**src/core/wtl_pkg.sv**
```systemverilog
// Constants and types shared by the interval timer and display driver
// Contract
// - Interval timer counts only while its enable bit 1 is set.
// - Overflow reaches the interrupt output only while enable bit 6 is set.
// - Pending bit 0 set by hardware each interval; only software clears it by zero.
// - Speed field bits 3:2 picks 1 s, 0.5 s, 0.25 s or 3.91 ms.
// - Buzzer pin carries a steady 0.5, 1, 2 or 4 kHz square tone.
// - Display frame clock comes from the timer; timer off stops the display.
// - Timer counts from the main clock or from the subsystem clock.
// - Timer control register resets to 00h: timer, interrupt, buzzer off.
// - At most 256 dots: 32 segment lines by 8 common lines.
// - Display memory is fetched to the segment outputs without processor help.
// - Display data lives in page 15, byte and bit access; one lights a dot.
// - Segment k uses byte F00h+k up to F25h; bit n feeds common n.
// - Unused display memory bytes stay ordinary read/write storage.
// - On subsystem clock the display keeps running with main logic idle.
// - Display control register resets to 00h: off, 1/8 duty, 1/4 bias, 128 Hz.
// - Display control holds duty, bias, clock, on/off and divider choice.
// - Duty sets active commons 8/4/3/2; spare shared pins become segments.
// - Dot one gives select on its segment in its common slot, zero no-select.
// - Frame clock sets scan rate; software keeps the timer on with display.
package wtl_pkg;
  localparam logic [7:0] DCTL_OFS      = 8'hd0;
  localparam logic [7:0] TMCTL_OFS     = 8'hd1;
  localparam logic [7:0] DCTL_RST      = 8'h00;
  localparam logic [7:0] TMCTL_RST     = 8'h00;
  localparam logic [7:0] SEG_FIRST_OFS = 8'h00;
  localparam logic [7:0] SEG_LAST_OFS  = 8'h25;
  localparam int WT_PEND_BIT  = 0;
  localparam int WT_EN_BIT    = 1;
  localparam int WT_SPD_LSB   = 2;
  localparam int WT_TONE_LSB  = 4;
  localparam int WT_IE_BIT    = 6;
  localparam int WT_CLK_BIT   = 7;
  localparam int LC_ON_BIT    = 0;
  localparam int LC_CLK_LSB   = 1;
  localparam int LC_DUTY_LSB  = 3;
  localparam int LC_BIAS_LSB  = 5;
  localparam int LC_EXTR_BIT  = 7;
  localparam int NUM_SEG      = 38;
  localparam int NUM_COM      = 8;
  localparam int NUM_SHARED   = 6;
  localparam int MCLK_HZ      = 125_000_000;
  localparam int TICK_HZ      = 32768;
  localparam int MAIN_DIV_CNT = MCLK_HZ / TICK_HZ;
  localparam int INT_SLOW_MS  = 1000;
  localparam int INT_HALF_MS  = 500;
  localparam int INT_QRT_MS   = 250;
  localparam int INT_HS_US    = 3910;
  localparam int CNT_W        = $clog2(INT_SLOW_MS * TICK_HZ / 1000);
  localparam int W_SLOW = $clog2(INT_SLOW_MS * TICK_HZ / 1000);
  localparam int W_HALF = $clog2(INT_HALF_MS * TICK_HZ / 1000);
  localparam int W_QRT  = $clog2(INT_QRT_MS * TICK_HZ / 1000);
  localparam int W_HS   = $clog2(INT_HS_US * TICK_HZ / 1_000_000);
  localparam int TONE_BIT_500  = $clog2(TICK_HZ / (2 * 500));
  localparam int TONE_BIT_1K   = $clog2(TICK_HZ / (2 * 1000));
  localparam int TONE_BIT_2K   = $clog2(TICK_HZ / (2 * 2000));
  localparam int TONE_BIT_4K   = $clog2(TICK_HZ / (2 * 4000));
  localparam int W_FRM_128 = $clog2(TICK_HZ / 128);
  localparam int W_FRM_64  = $clog2(TICK_HZ / 64);
  localparam int W_FRM_256 = $clog2(TICK_HZ / 256);
  localparam int W_FRM_512 = $clog2(TICK_HZ / 512);
  typedef enum logic [1:0] {
    WTL_DUTY_8 = 2'b00,
    WTL_DUTY_4 = 2'b01,
    WTL_DUTY_3 = 2'b10,
    WTL_DUTY_2 = 2'b11
  } wtl_duty_t;
endpackage : wtl_pkg

```
**src/core/wtl_timer_lcd.sv**
```systemverilog
// Interval timer with buzzer tone and multiplexed display driver
`timescale 1ns/1ns
module wtl_timer_lcd #(
  parameter int MAIN_DIV  = wtl_pkg::MAIN_DIV_CNT,
  parameter int RAM_DEPTH = 256
) (
  // Clock and reset
  input  wire logic         mclk_i,
  input  wire logic         rst_i,
  // Subsystem clock pin, sampled as a level
  input  wire logic         sub_clk_i,
  // Control register port
  input  wire logic [7:0]   reg_addr_i,
  input  wire logic         reg_wr_i,
  input  wire logic [7:0]   reg_wdata_i,
  output logic      [7:0]   reg_rdata_o,
  // Display memory port, page 15
  input  wire logic [7:0]   ram_addr_i,
  input  wire logic         ram_wr_i,
  input  wire logic [7:0]   ram_wdata_i,
  output logic      [7:0]   ram_rdata_o,
  // Timer outputs
  output logic              timer_interrupt_level_o,
  output logic              tone_output_pin_o,
  output logic              display_frame_clock_o,
  // Display pins
  output logic      [7:0]   common_lines_o,
  output logic      [37:6]  segment_lines_o,
  output logic      [5:0]   shared_is_segment_o,
  output logic              frame_polarity_o,
  output logic      [1:0]   bias_select_o,
  output logic              divider_enable_o
);

  if (MAIN_DIV < 2 || MAIN_DIV > 4096)
  begin : g_div_chk
    $error("MAIN_DIV out of range");
  end
  if (RAM_DEPTH != 256)
  begin : g_ram_chk
    $error("RAM_DEPTH must be one full page");
  end

  // True when the low n bits of v are all ones
  function automatic logic low_ones(input logic [14:0] v, input int n);
    logic [14:0] m;
    m = 15'((32'd1 << n) - 32'd1);
    return &(v | ~m);
  endfunction : low_ones

  function automatic logic [3:0] duty_commons(input wtl_pkg::wtl_duty_t d);
    logic [3:0] n;
    n = 4'h8;
    unique case (d)
      wtl_pkg::WTL_DUTY_8: n = 4'h8;
      wtl_pkg::WTL_DUTY_4: n = 4'h4;
      wtl_pkg::WTL_DUTY_3: n = 4'h3;
      wtl_pkg::WTL_DUTY_2: n = 4'h2;
    endcase
    return n;
  endfunction : duty_commons

  // Registers
  logic [7:0]   tmctl_r;
  logic [7:0]   tmctl_nxt;
  logic [7:0]   dctl_r;
  logic [7:0]   ram_r [RAM_DEPTH];
  logic [14:0]  cnt_r;
  logic [11:0]  div_r;
  logic         sub_s1_r;
  logic         sub_s2_r;
  logic         sub_s3_r;
  logic [2:0]   com_idx_r;
  logic         frame_pol_r;
  logic [7:0]   reg_rdata_r;
  logic [7:0]   ram_rdata_r;
  logic         tone_r;
  logic         frame_clk_r;
  logic [7:0]   com_r;
  logic [37:6]  seg_r;
  logic         div_en_r;

  // Decode
  wire          wr_tmctl   = reg_wr_i && (reg_addr_i == wtl_pkg::TMCTL_OFS);
  wire          wr_dctl    = reg_wr_i && (reg_addr_i == wtl_pkg::DCTL_OFS);
  wire          tmr_run    = tmctl_r[wtl_pkg::WT_EN_BIT];
  wire          use_sub    = tmctl_r[wtl_pkg::WT_CLK_BIT];
  wire [1:0]    spd_sel    = tmctl_r[wtl_pkg::WT_SPD_LSB +: 2];
  wire [1:0]    tone_sel   = tmctl_r[wtl_pkg::WT_TONE_LSB +: 2];
  wire          disp_on    = dctl_r[wtl_pkg::LC_ON_BIT];
  wire [1:0]    frm_sel    = dctl_r[wtl_pkg::LC_CLK_LSB +: 2];
  wire          ext_res    = dctl_r[wtl_pkg::LC_EXTR_BIT];
  wire wtl_pkg::wtl_duty_t duty = wtl_pkg::wtl_duty_t'(dctl_r[wtl_pkg::LC_DUTY_LSB +: 2]);
  wire [3:0]    ncom       = duty_commons(duty);

  // Timer clock source: main divider tick or subsystem clock edge
  wire          main_tick  = (div_r == 12'(MAIN_DIV - 1));
  wire          sub_tick   = sub_s2_r && !sub_s3_r;
  wire          tk_tick    = tmr_run && (use_sub ? sub_tick : main_tick);

  wire          interval_evt =
    tk_tick && ((spd_sel == 2'b00) ? low_ones(cnt_r, wtl_pkg::W_SLOW) :
                (spd_sel == 2'b01) ? low_ones(cnt_r, wtl_pkg::W_HALF) :
                (spd_sel == 2'b10) ? low_ones(cnt_r, wtl_pkg::W_QRT)  :
                                     low_ones(cnt_r, wtl_pkg::W_HS));

  wire          tone_bit =
    (tone_sel == 2'b00) ? cnt_r[wtl_pkg::TONE_BIT_500] :
    (tone_sel == 2'b01) ? cnt_r[wtl_pkg::TONE_BIT_1K]  :
    (tone_sel == 2'b10) ? cnt_r[wtl_pkg::TONE_BIT_2K]  :
                          cnt_r[wtl_pkg::TONE_BIT_4K];

  // Frame clock taps the timer counter, so a halted timer stops the scan and resets it to slot 0
  wire          frame_tick =
    tk_tick && ((frm_sel == 2'b00) ? low_ones(cnt_r, wtl_pkg::W_FRM_128) :
                (frm_sel == 2'b01) ? low_ones(cnt_r, wtl_pkg::W_FRM_64)  :
                (frm_sel == 2'b10) ? low_ones(cnt_r, wtl_pkg::W_FRM_256) :
                                     low_ones(cnt_r, wtl_pkg::W_FRM_512));

  // Scanning only while both the display and its clock source run
  wire          disp_active = disp_on && tmr_run;
  // An index left over from a wider duty acts as slot 0, so no blank slots follow
  wire          idx_out     = ({1'b0, com_idx_r} >= ncom);
  wire [2:0]    scan_idx    = idx_out ? 3'h0 : com_idx_r;
  wire          last_com    = ({1'b0, scan_idx} == (ncom - 4'h1));

  // Pending bit: software may only clear it, and a new event wins
  always_comb
  begin
    tmctl_nxt = tmctl_r;
    if (wr_tmctl)
    begin
      tmctl_nxt = reg_wdata_i;
      tmctl_nxt[wtl_pkg::WT_PEND_BIT] = tmctl_r[wtl_pkg::WT_PEND_BIT]
                                        && reg_wdata_i[wtl_pkg::WT_PEND_BIT];
    end
    if (interval_evt)
      tmctl_nxt[wtl_pkg::WT_PEND_BIT] = 1'b1;
  end

  assign timer_interrupt_level_o = tmctl_r[wtl_pkg::WT_IE_BIT]
                                   && tmctl_r[wtl_pkg::WT_PEND_BIT];

  // Control registers
  always_ff @(posedge mclk_i)
  begin
    if (rst_i)
    begin
      tmctl_r <= wtl_pkg::TMCTL_RST;
      dctl_r  <= wtl_pkg::DCTL_RST;
    end
    else
    begin
      tmctl_r <= tmctl_nxt;
      if (wr_dctl)
        dctl_r <= reg_wdata_i;
    end
  end

  // Subsystem clock synchroniser and edge detect
  always_ff @(posedge mclk_i)
  begin
    if (rst_i)
    begin
      sub_s1_r <= 1'b0;
      sub_s2_r <= 1'b0;
      sub_s3_r <= 1'b0;
    end
    else
    begin
      sub_s1_r <= sub_clk_i;
      sub_s2_r <= sub_s1_r;
      sub_s3_r <= sub_s2_r;
    end
  end

  // Main clock prescaler and timer counter
  always_ff @(posedge mclk_i)
  begin
    if (rst_i)
    begin
      div_r <= 12'h000;
      cnt_r <= 15'h0000;
    end
    else
    begin
      div_r <= main_tick ? 12'h000 : div_r + 12'h001;
      if (tk_tick)
        cnt_r <= cnt_r + 15'h0001;
    end
  end

  // Tone and frame clock outputs
  always_ff @(posedge mclk_i)
  begin
    if (rst_i)
    begin
      tone_r      <= 1'b0;
      frame_clk_r <= 1'b0;
    end
    else
    begin
      tone_r      <= tmr_run && tone_bit;
      frame_clk_r <= frame_tick;
    end
  end

  // Common scan; subsystem ticks keep it going when main logic is idle
  always_ff @(posedge mclk_i)
  begin
    if (rst_i || !disp_active)
    begin
      com_idx_r   <= 3'h0;
      frame_pol_r <= 1'b0;
    end
    else if (frame_tick)
    begin
      if (last_com)
      begin
        com_idx_r   <= 3'h0;
        frame_pol_r <= !frame_pol_r;
      end
      else
        com_idx_r <= scan_idx + 3'h1;
    end
  end

  // Display memory; every byte is plain storage as well
  always_ff @(posedge mclk_i)
  begin
    if (ram_wr_i)
      ram_r[ram_addr_i] <= ram_wdata_i;
  end

  // Read data, one cycle after the address
  always_ff @(posedge mclk_i)
  begin
    if (rst_i)
    begin
      reg_rdata_r <= 8'h00;
      ram_rdata_r <= 8'h00;
    end
    else
    begin
      reg_rdata_r <= (reg_addr_i == wtl_pkg::TMCTL_OFS) ? tmctl_r :
                     (reg_addr_i == wtl_pkg::DCTL_OFS)  ? dctl_r  : 8'h00;
      ram_rdata_r <= ram_r[ram_addr_i];
    end
  end

  // Line drive: fetched straight from memory for the current common slot
  logic [7:0]   com_nxt;
  logic [37:0]  seg_nxt;
  always_comb
  begin
    com_nxt = 8'h00;
    seg_nxt = 38'h0;
    for (int j = 0; j < wtl_pkg::NUM_COM; j++)
      com_nxt[j] = disp_active && (j < int'(ncom)) && (scan_idx == 3'(j));
    for (int k = 0; k < wtl_pkg::NUM_SEG; k++)
      seg_nxt[k] = disp_active
                   && ram_r[8'(wtl_pkg::SEG_FIRST_OFS + 8'(k))][scan_idx];
    // Shared pin COM(k+2)/SEG(k) carries segment data when its common is unused
    for (int k = 0; k < wtl_pkg::NUM_SHARED; k++)
      if ((k + 2) >= int'(ncom))
        com_nxt[k + 2] = seg_nxt[k];
  end

  logic [5:0]   shared_seg;
  always_comb
  begin
    shared_seg = 6'h00;
    for (int k = 0; k < wtl_pkg::NUM_SHARED; k++)
      shared_seg[k] = ((k + 2) >= int'(ncom));
  end

  always_ff @(posedge mclk_i)
  begin
    if (rst_i)
    begin
      com_r    <= 8'h00;
      seg_r    <= '0;
      div_en_r <= 1'b0;
    end
    else
    begin
      com_r    <= com_nxt;
      seg_r    <= seg_nxt[37:6];
      div_en_r <= disp_on && !ext_res;
    end
  end

  assign reg_rdata_o           = reg_rdata_r;
  assign ram_rdata_o           = ram_rdata_r;
  assign tone_output_pin_o     = tone_r;
  assign display_frame_clock_o = frame_clk_r;
  assign common_lines_o        = com_r;
  assign segment_lines_o       = seg_r;
  assign shared_is_segment_o   = shared_seg;
  assign frame_polarity_o      = frame_pol_r;
  assign bias_select_o         = dctl_r[wtl_pkg::LC_BIAS_LSB +: 2];
  assign divider_enable_o      = div_en_r;

  // Checks
  chk_timer_halt: assert property (@(posedge mclk_i) disable iff (rst_i)
    !tmr_run |=> $stable(cnt_r))
    else $error("timer counted while disabled");

  chk_irq_gate: assert property (@(posedge mclk_i) disable iff (rst_i)
    timer_interrupt_level_o |-> tmctl_r[6] && tmctl_r[0])
    else $error("interrupt raised without enable and pending");

  chk_pend_set: assert property (@(posedge mclk_i) disable iff (rst_i)
    interval_evt |=> tmctl_r[0])
    else $error("pending not set by interval event");

  chk_pend_sticky: assert property (@(posedge mclk_i) disable iff (rst_i)
    tmctl_r[0] && !(wr_tmctl && !reg_wdata_i[0]) |=> tmctl_r[0])
    else $error("pending cleared by hardware");

  chk_hs_interval: assert property (@(posedge mclk_i) disable iff (rst_i)
    interval_evt && spd_sel == 2'b11 |-> cnt_r[6:0] == 7'h7f)
    else $error("high speed interval wrong");

  chk_reset_regs: assert property (@(posedge mclk_i) disable iff (rst_i)
    $fell(rst_i) |-> tmctl_r == 8'h00 && dctl_r == 8'h00)
    else $error("control registers not cleared by reset");

  chk_off_quiet: assert property (@(posedge mclk_i) disable iff (rst_i)
    !disp_on ##1 !disp_on |-> com_r == 8'h00 && seg_r == '0 && !div_en_r)
    else $error("display lines driven while off");

  chk_scan_wrap: assert property (@(posedge mclk_i) disable iff (rst_i)
    disp_active && frame_tick && last_com ##1 disp_active |-> com_idx_r == 3'h0)
    else $error("scan did not restart after last common");

  chk_frame_stop: assert property (@(posedge mclk_i) disable iff (rst_i)
    !tmr_run |=> com_idx_r == 3'h0 && !display_frame_clock_o)
    else $error("display ran with timer off");

  chk_seg_data: assert property (@(posedge mclk_i) disable iff (rst_i)
    disp_active && !ram_wr_i |=> seg_r[6] == $past(ram_r[6][scan_idx]))
    else $error("segment does not follow memory bit");

  chk_duty_commons: assert property (@(posedge mclk_i) disable iff (rst_i)
    disp_active && duty == wtl_pkg::WTL_DUTY_2 |=> com_r[1:0] != 2'b00)
    else $error("two common duty lost its commons");

  cov_pend: cover property (@(posedge mclk_i) disable iff (rst_i)
    interval_evt && tmctl_r[6]);
  cov_wrap: cover property (@(posedge mclk_i) disable iff (rst_i)
    disp_active && frame_tick && last_com);
  cov_tone: cover property (@(posedge mclk_i) disable iff (rst_i)
    $rose(tone_output_pin_o));
  cov_sub_scan: cover property (@(posedge mclk_i) disable iff (rst_i)
    use_sub && disp_active && frame_tick);

endmodule : wtl_timer_lcd

```
**config.mk**
```make
export PLATFORM = sky130hd
export DESIGN_NAME = wtl_timer_lcd
export DESIGN_NICKNAME = d
export VERILOG_FILES = /design/src/core/wtl_pkg.sv /design/src/core/wtl_timer_lcd.sv
export SDC_FILE = /design/constraint.sdc
export NUM_CORES = 2
export LEC_CHECK = 0
export BUFFER_PORTS_ARGS = -buffer_cell sky130_fd_sc_hd__buf_2
export CORE_MARGIN = 3
export CORE_UTILIZATION = 40
export CTS_CLUSTER_DIAMETER = 120
export DETAILED_ROUTE_END_ITERATION = 7
export GPL_TIMING_DRIVEN = 1
export HOLD_SLACK_MARGIN = 0.03
export PLACE_DENSITY = 0.55
export SKIP_LAST_GASP = 1
export SLEW_MARGIN = 10
export SYNTH_ARGS = -nofsm -noshare
export SYNTH_HDL_FRONTEND = slang
export SYNTH_SLANG_ARGS = --single-unit
```
**constraint.sdc**
```tcl
create_clock -name mclk_i -period 3.8 [get_ports mclk_i]
set_input_delay 0.19 -clock mclk_i [delete_from_list [all_inputs] [get_ports mclk_i]]
set_output_delay 0.19 -clock mclk_i [all_outputs]
set_load 0.01 [all_outputs]
```
## After elaboration in Yosys (flattened, before gate mapping)

Memories as Yosys holds them, arrays and structs flattened. A register that Yosys moved wholly into a read port is not among the register bits.
Cells that the tools add are included.
Widths: inputs -> output; s select.

| operators by class | value |
|---|---|
| reductions and logical operators | 85 |
| add/sub/neg operators | 4 |
| multipliers | 0 |
| $lt $le $gt $ge | 16 |
| shifts and indexed selects | 0 |
| eq/ne operators | 20 |
| divide/modulo/power cells | 0 |
| bitwise operators | 0 |
| mux-type cells | 101 |

Operators with widths:

| kind | count |
|---|---|
| $bmux 1 s3 | 38 |
| $logic_and 1x1->1 | 65 |
| $mux 1 | 58 |
| $eq 8x8->1 const B | 2 |
| $ge 3x4->1 const A | 4 |
| $lt 3x4->1 const A | 4 |
| $mux 8 | 2 |
| $pmux 4 s4 | 1 |
| $add 15x1->15 const B | 1 |
| $reduce_and 15->1 | 1 |
| $reduce_and 14->1 | 1 |
| $reduce_and 13->1 | 1 |
| $add 12x1->12 const B | 1 |
| $eq 12x12->1 const B | 1 |
| $eq 3x3->1 const B | 4 |
| $eq 2x2->1 const B | 5 |
| $reduce_and 9->1 | 1 |
| $eq 2x1->1 const B | 4 |
| $ge 2x4->1 const A | 2 |
| $logic_not 2->1 | 4 |
| $lt 1x4->1 const A | 2 |
| $lt 2x4->1 const A | 2 |
| $reduce_and 8->1 | 1 |
| $reduce_and 7->1 | 1 |
| 15 further kinds | 20 |

| storage, ports and cells | value |
|---|---|
| bits in writable memories | 2,048 |
| register bits | 101 |
| bits in latches | 0 |
| ROM bits | 0 |
| memories | 1 |
| output and inout bits | 69 |
| word-level logic and storage cells | 243 |

Memory list:

| name | depth | bits a word | rd ports | clocked after Yosys merged registers in | write ports | RTL line | text |
|---|---|---|---|---|---|---|---|
| ram_r | 256 | 8 | 39 | 1 | 1 | wtl_timer_lcd.sv:67 | `logic [7:0] ram_r [RAM_DEPTH];` |

## Depth between registers and ports, before layout

| logic depth | value |
|---|---|
| depth after elaboration | 8 |
| mapped depth | 15 |
| depth with buffers taken out | 13 |

## Worst setup path after synthesis

No wires, ideal clock.

| path | value |
|---|---|
| kind | register to register |
| start | reg com_idx_r[0] |
| end | reg com_idx_r[1] |
| buffers on the path | 4 |
| library setup time | 0.071 ns |
| cell stages (with the launch flop) | 14 |
| arrival | 3.130 ns |
| slack | 0.600 ns |
| period minus slack after synthesis | 3.200 ns |
| path through | dfxtp_1 > clkbuf_1 > inv_1 > ha_1 > nand2b_1 > a21o_1 > a21oi_1 > o21ai_1 > buf_2 > clkbuf_1 > clkbuf_1 > ha_1 > or3b_2 > a21oi_1 |

| on the way | value |
|---|---|
| word-level cells in the longest chain between the ends | 4 |
| elaborated cells between the ends (all ways) | 5 |
| classes of those cells | add/sub (1); order compare (1); eq/ne (1); mux (2) |

Ends and longest elaborated chain:

| element | RTL line | text |
|---|---|---|
| start: declaration | wtl_timer_lcd.sv:73 | `logic [2:0] com_idx_r;` |
| start signal: assignment | wtl_timer_lcd.sv:224 | `com_idx_r <= scan_idx + 3'h1;` |
| $ge 3x4->1 | wtl_timer_lcd.sv:123 | `wire idx_out = ({1'b0, com_idx_r} >= ncom);` |
| $mux 3 * | wtl_timer_lcd.sv:124 | `wire [2:0] scan_idx = idx_out ? 3'h0 : com_idx_r;` |
| $add 3x1->3 or $eq 3x4->1 (tied branches) | wtl_timer_lcd.sv:224, wtl_timer_lcd.sv:125 |  |
| $mux 3 * | wtl_timer_lcd.sv:218 | `if (last_com)` |

Mark *: on every way between the ends. The rest lies on a longest branch, timed or not.
A chain may end at the register's enable or synchronous reset.

## Worst setup path in the final report

| path | value |
|---|---|
| start | reg dctl_r[4] |
| end | reg seg_r (netlist bit segment_lines_o[7]) |

| on the way | value |
|---|---|
| word-level cells in the longest chain between the ends | 7 |
| elaborated cells between the ends (all ways) | 10 |
| classes of those cells | order compare (1); eq/ne (3); mux (4); reduce/logical (2) |

Ends and longest elaborated chain:

| element | RTL line | text |
|---|---|---|
| start: declaration | wtl_timer_lcd.sv:66 | `logic [7:0] dctl_r;` |
| start signal: assignment | wtl_timer_lcd.sv:150 | `dctl_r <= wtl_pkg::DCTL_RST;` |
| start signal: assignment | wtl_timer_lcd.sv:156 | `dctl_r <= reg_wdata_i;` |
| $eq 2x2->1 (tied with other cells) | wtl_timer_lcd.sv:54 | `unique case (d)` |
| $pmux 4 s4 * | wtl_timer_lcd.sv:54 |  |
| $ge 3x4->1 * | wtl_timer_lcd.sv:123 |  |
| $mux 3 * | wtl_timer_lcd.sv:124 |  |
| $bmux 1 s3 * | wtl_timer_lcd.sv:262 | `&& ram_r[8'(wtl_pkg::SEG_FIRST_OFS + 8'(k))][scan_idx];` |
| $mux 1 (not written as such) * | wtl_timer_lcd.sv:262 |  |
| $logic_and 1x1->1 * | wtl_timer_lcd.sv:262 |  |
| end signal: assignment | wtl_timer_lcd.sv:288 | `seg_r <= seg_nxt[37:6];` |
| end: declaration | wtl_timer_lcd.sv:80 | `logic [37:6] seg_r;` |

Mark *: on every way between the ends. The rest lies on a longest branch, timed or not. The select of a mux whose other input is x is not followed.

==> flow_summary.toml <==
[synthesis]
synthArstFlopShare_pct = 0
synth_common_cells = "2,048 x sky130_fd_sc_hd__edfxtp_1, 479 x sky130_fd_sc_hd__mux4_2, 354 x sky130_fd_sc_hd__nor2_1"
synth.most_common_cell = "sky130_fd_sc_hd__edfxtp_1"
syn_inst = 4599
yosysWarningCount = 0
synth_cell_type_count = 74
synth_top_cell_by_area = "sky130_fd_sc_hd__edfxtp_1"
synth.area.top_cells = "sky130_fd_sc_hd__edfxtp_1 71%, sky130_fd_sc_hd__mux4_2 13%, sky130_fd_sc_hd__dfxtp_1 2.5%"
synth-seq-cells = 2157
synth_area_um2 = 86300
yosys.area.top_type_share_pct = 71.3
post_synth.cell_area_avg_um2 = 18.8
synth-main-ff-cell = "sky130_fd_sc_hd__edfxtp_1"
net_count_synth = 4649
post_synth_edffs = 2048
seq_area_frac_synth_pct = 73.8

[grt]
first_global_vias = 48200
grt_util_all_layers_pct = 23.9
grt_busiest_layer = "met2"
antenna_found_initial = 14
global_route.usage.met3_pct = 4.70
use_met1_pct = 33.4
grt_start_max_net_pins = 142
grt_util_met2_pct = 37.5
overflow = 0
grt_pass1_wl_um = 379000

[sta]
slew_headroom_pct = 10.8
timing_worst_slew_pin_value_ns = 1.34
final.period_utilization_pct = 85.4
grt_setup_unrepaired = "no"
final_skew_ns = 0.0460
setup_slack_ns = 0.556
setup-tns-final_ns = 0
hold_violations = 0
maxClockFrequency_mhz = 308
post-route-min-period_ns = 3.24
finalMaxSlewViolations = 0
setup_viol_count_final = 0

[clock_tree]
post_cts_hold_buffer_count = 29
cts_tree = "done"
total_number_of_clock_tree_sinks = 2157
ctsLongestPathBuffers = 3
cts.reportedPaths.clkPinSlew_ns = 0.06
post_cts_resized = 0
clkLatencyLatePin_ns = 0.85
clock_tree.htree_level_count = 4
tritoncts.num_buffers = 217
clockRootBuffer = "sky130_fd_sc_hd__clkbuf_16"
post_cts_setup_repair_buffer_count = 0

[placement]
hpwlAfterDp_um = 179000
dp_cells = 7779
routabilityCongestion = 0.900
numPortBuffers = 105
placedInstanceArea_um2 = 93500
preCtsSetupSlack_ns = 0.189

[power]
power.share.switching_pct = 22.3
power.share.combinational_pct = 5.5
power.internal_mw = 39.0
seqPwrFrac_pct = 52.1
p_total_mw = 50.1
p_sw_mw = 11.2
total_leakage_power_nw = 33.1
ir_drop_mv = 0.455
power_density_nw_per_um2 = 497
clockPowerShare_pct = 42.4

[layout]
finalNetCount = 5256
instances_no_fill = 8224
area_delta_synth_final_pct = 16.9
layout-drive-gt1-share_pct = 28.4
stdcell_area_um2 = 101000
filler_cell_count = 17900

[floorplanning]
core_area_um2 = 213000
ioPinCount = 106
initial_utilization_pct = 40.4
fp.dieW_um = 470
area_of_the_die_um2 = 221000
core.rowCount = 169
fp.dieH_um = 470

[routing]
route.detailed.drc = 0
count_of_tritonroute_iterations_in_the_first_routing_pass = 7
drt-initial-drc-count = 6085
detail-route-antenna-nets = 0
postRouteWirelength_um = 268000
avgRoutedWirePerCell_um = 32.6
routed-via-count = 48800
post_drt_via_cell_ratio = 5.93

[setup_path]
reg2reg_depth = 13
arrival_ns = 3.97
setup.worst_path.end_class = "flop"
worstPathRequired_ns = 4.52
critical_path_class = "reg -> reg"
crit_path_start_kind = "flop"
crit_path_max_fanout = 50

[run]
cap_viol_max_count = 0

[run_status]
status = "finished, final reports clean"

[worst_hold_path]
min_delay_path_depth = 1
min-delay-path-class = "in -> reg"
## critical path, stage by stage, from the launching register on
cell	delay, ns
sky130_fd_sc_hd__dfxtp_1	0.33
sky130_fd_sc_hd__inv_1	0.08
sky130_fd_sc_hd__nor2_1	0.19
sky130_fd_sc_hd__ha_1	0.26
sky130_fd_sc_hd__nand2b_1	0.14
sky130_fd_sc_hd__a21o_1	0.18
sky130_fd_sc_hd__a21o_1	0.26
sky130_fd_sc_hd__a21oi_4	0.26
sky130_fd_sc_hd__clkinv_2	0.17
sky130_fd_sc_hd__buf_4	0.34
sky130_fd_sc_hd__a221oi_1	0.37
sky130_fd_sc_hd__nor3_1	0.08
sky130_fd_sc_hd__a31oi_1	0.32
sky130_fd_sc_hd__nor2_1	0.08
## placed cells by master (no fill, tap or decap), types with 28 or more instances in the layout
master                          synthesis  routed
sky130_fd_sc_hd__dfxtp_1              109     108
sky130_fd_sc_hd__mux4_2               479     479
sky130_fd_sc_hd__a21oi_1               75      75
sky130_fd_sc_hd__nand2_1              234     234
sky130_fd_sc_hd__clkbuf_16              0     217
sky130_fd_sc_hd__clkinv_2               0      55
sky130_fd_sc_hd__clkbuf_1             129      28
sky130_fd_sc_hd__dlygate4sd3_1          0      29
sky130_fd_sc_hd__a31oi_1               43      43
sky130_fd_sc_hd__nand3_1              113     112
sky130_fd_sc_hd__o22ai_1               28      28
sky130_fd_sc_hd__buf_12                 0      37
sky130_fd_sc_hd__buf_4                 68     530
sky130_fd_sc_hd__edfxtp_1            2048    2048
sky130_fd_sc_hd__a22oi_1               56      56
sky130_fd_sc_hd__mux2i_1              216     216
sky130_fd_sc_hd__clkinv_1               0      51
sky130_fd_sc_hd__nor3_1               101     101
sky130_fd_sc_hd__nor2_1               354     350
sky130_fd_sc_hd__o21ai_0               39      39
sky130_fd_sc_hd__buf_2                 66      92
sky130_fd_sc_hd__a221oi_1              93      93
## final timing paths
path | startpoint | endpoint | slack, ns
worst min register to register | dctl_r[7] | divider_enable_o | 0.45
worst min-delay path | ram_wdata_i[1] | ram_r[204][1] | 0.06
worst max register to register | dctl_r[4] | segment_lines_o[7] | 0.56
worst max-delay path | dctl_r[4] | segment_lines_o[7] | 0.56
## stage by stage
step	hold slack (ns)	util [%]
floorplan	0.289	-
global placement	0.416	43.8
detailed placement	0.409	43.8
CTS	0.0473	47.3
global route	0.0789	47.3
finish	0.0640	47.3
## cells by family after synthesis
| logic type | after synthesis | synth area share (%) |
|---|---|---|
| DFF | 2157 | 73.8 |
| and+or+nand+nor | 913 | 4.71 |
| muxes | 717 | 15.3 |
| AOI/OAI and AO/OA | 443 | 3.65 |
| buffers and inverters | 334 | 2.14 |
| xor gates and xnor gates | 22 | 0.223 |
| adders and majority gates | 13 | 0.189 |
## layout make-up
| class | count | area [um^2] | share of cell area [%] |
|---|---|---|---|
| clock buffer | 245 | 5540 | 5.49 |
| multi-input combinational | 2108 | 20800 | 20.6 |
| clock inverter | 160 | 1540 | 1.53 |
| sequential | 2157 | 63700 | 63.1 |
| tap | 2821 | 3530 | 3.50 |
| inverter | 23 | 92.6 | 0.0918 |
| antenna | 11 | 27.5 | 0.0273 |
| timing repair buffer | 699 | 5630 | 5.58 |
## metal layers
layer / vias to the layer above / wire length [um]
li1: 20000 / -
met5: - / 50
met2: 2411 / 125000
met4: 6 / 10500
met1: 25900 / 110000
met3: 480 / 22100
## sequential cells by signal, indices dropped and copies added (netlist names), 3 cells and up
signal and cells:
dctl_r 8, segment_lines_o 32, cnt_r 15, ram_rdata_o 8
common_lines_o 8, div_r 12, reg_rdata_o 8, com_idx_r 3
tmctl_r 8, ram_r 2048
## power groups by stage
stage | clock [mW] | combinational [mW] | sequential, mW
after floorplan | 0 | 1.27 | 26.6
after global placement | 0 | 2.73 | 26.6
after detailed placement | 0 | 2.74 | 26.6
after CTS | 21.6 | 2.76 | 26.1
after global routing | 22.6 | 2.87 | 26.1
final | 21.3 | 2.76 | 26.1
(Power assumes the default switching activity.)
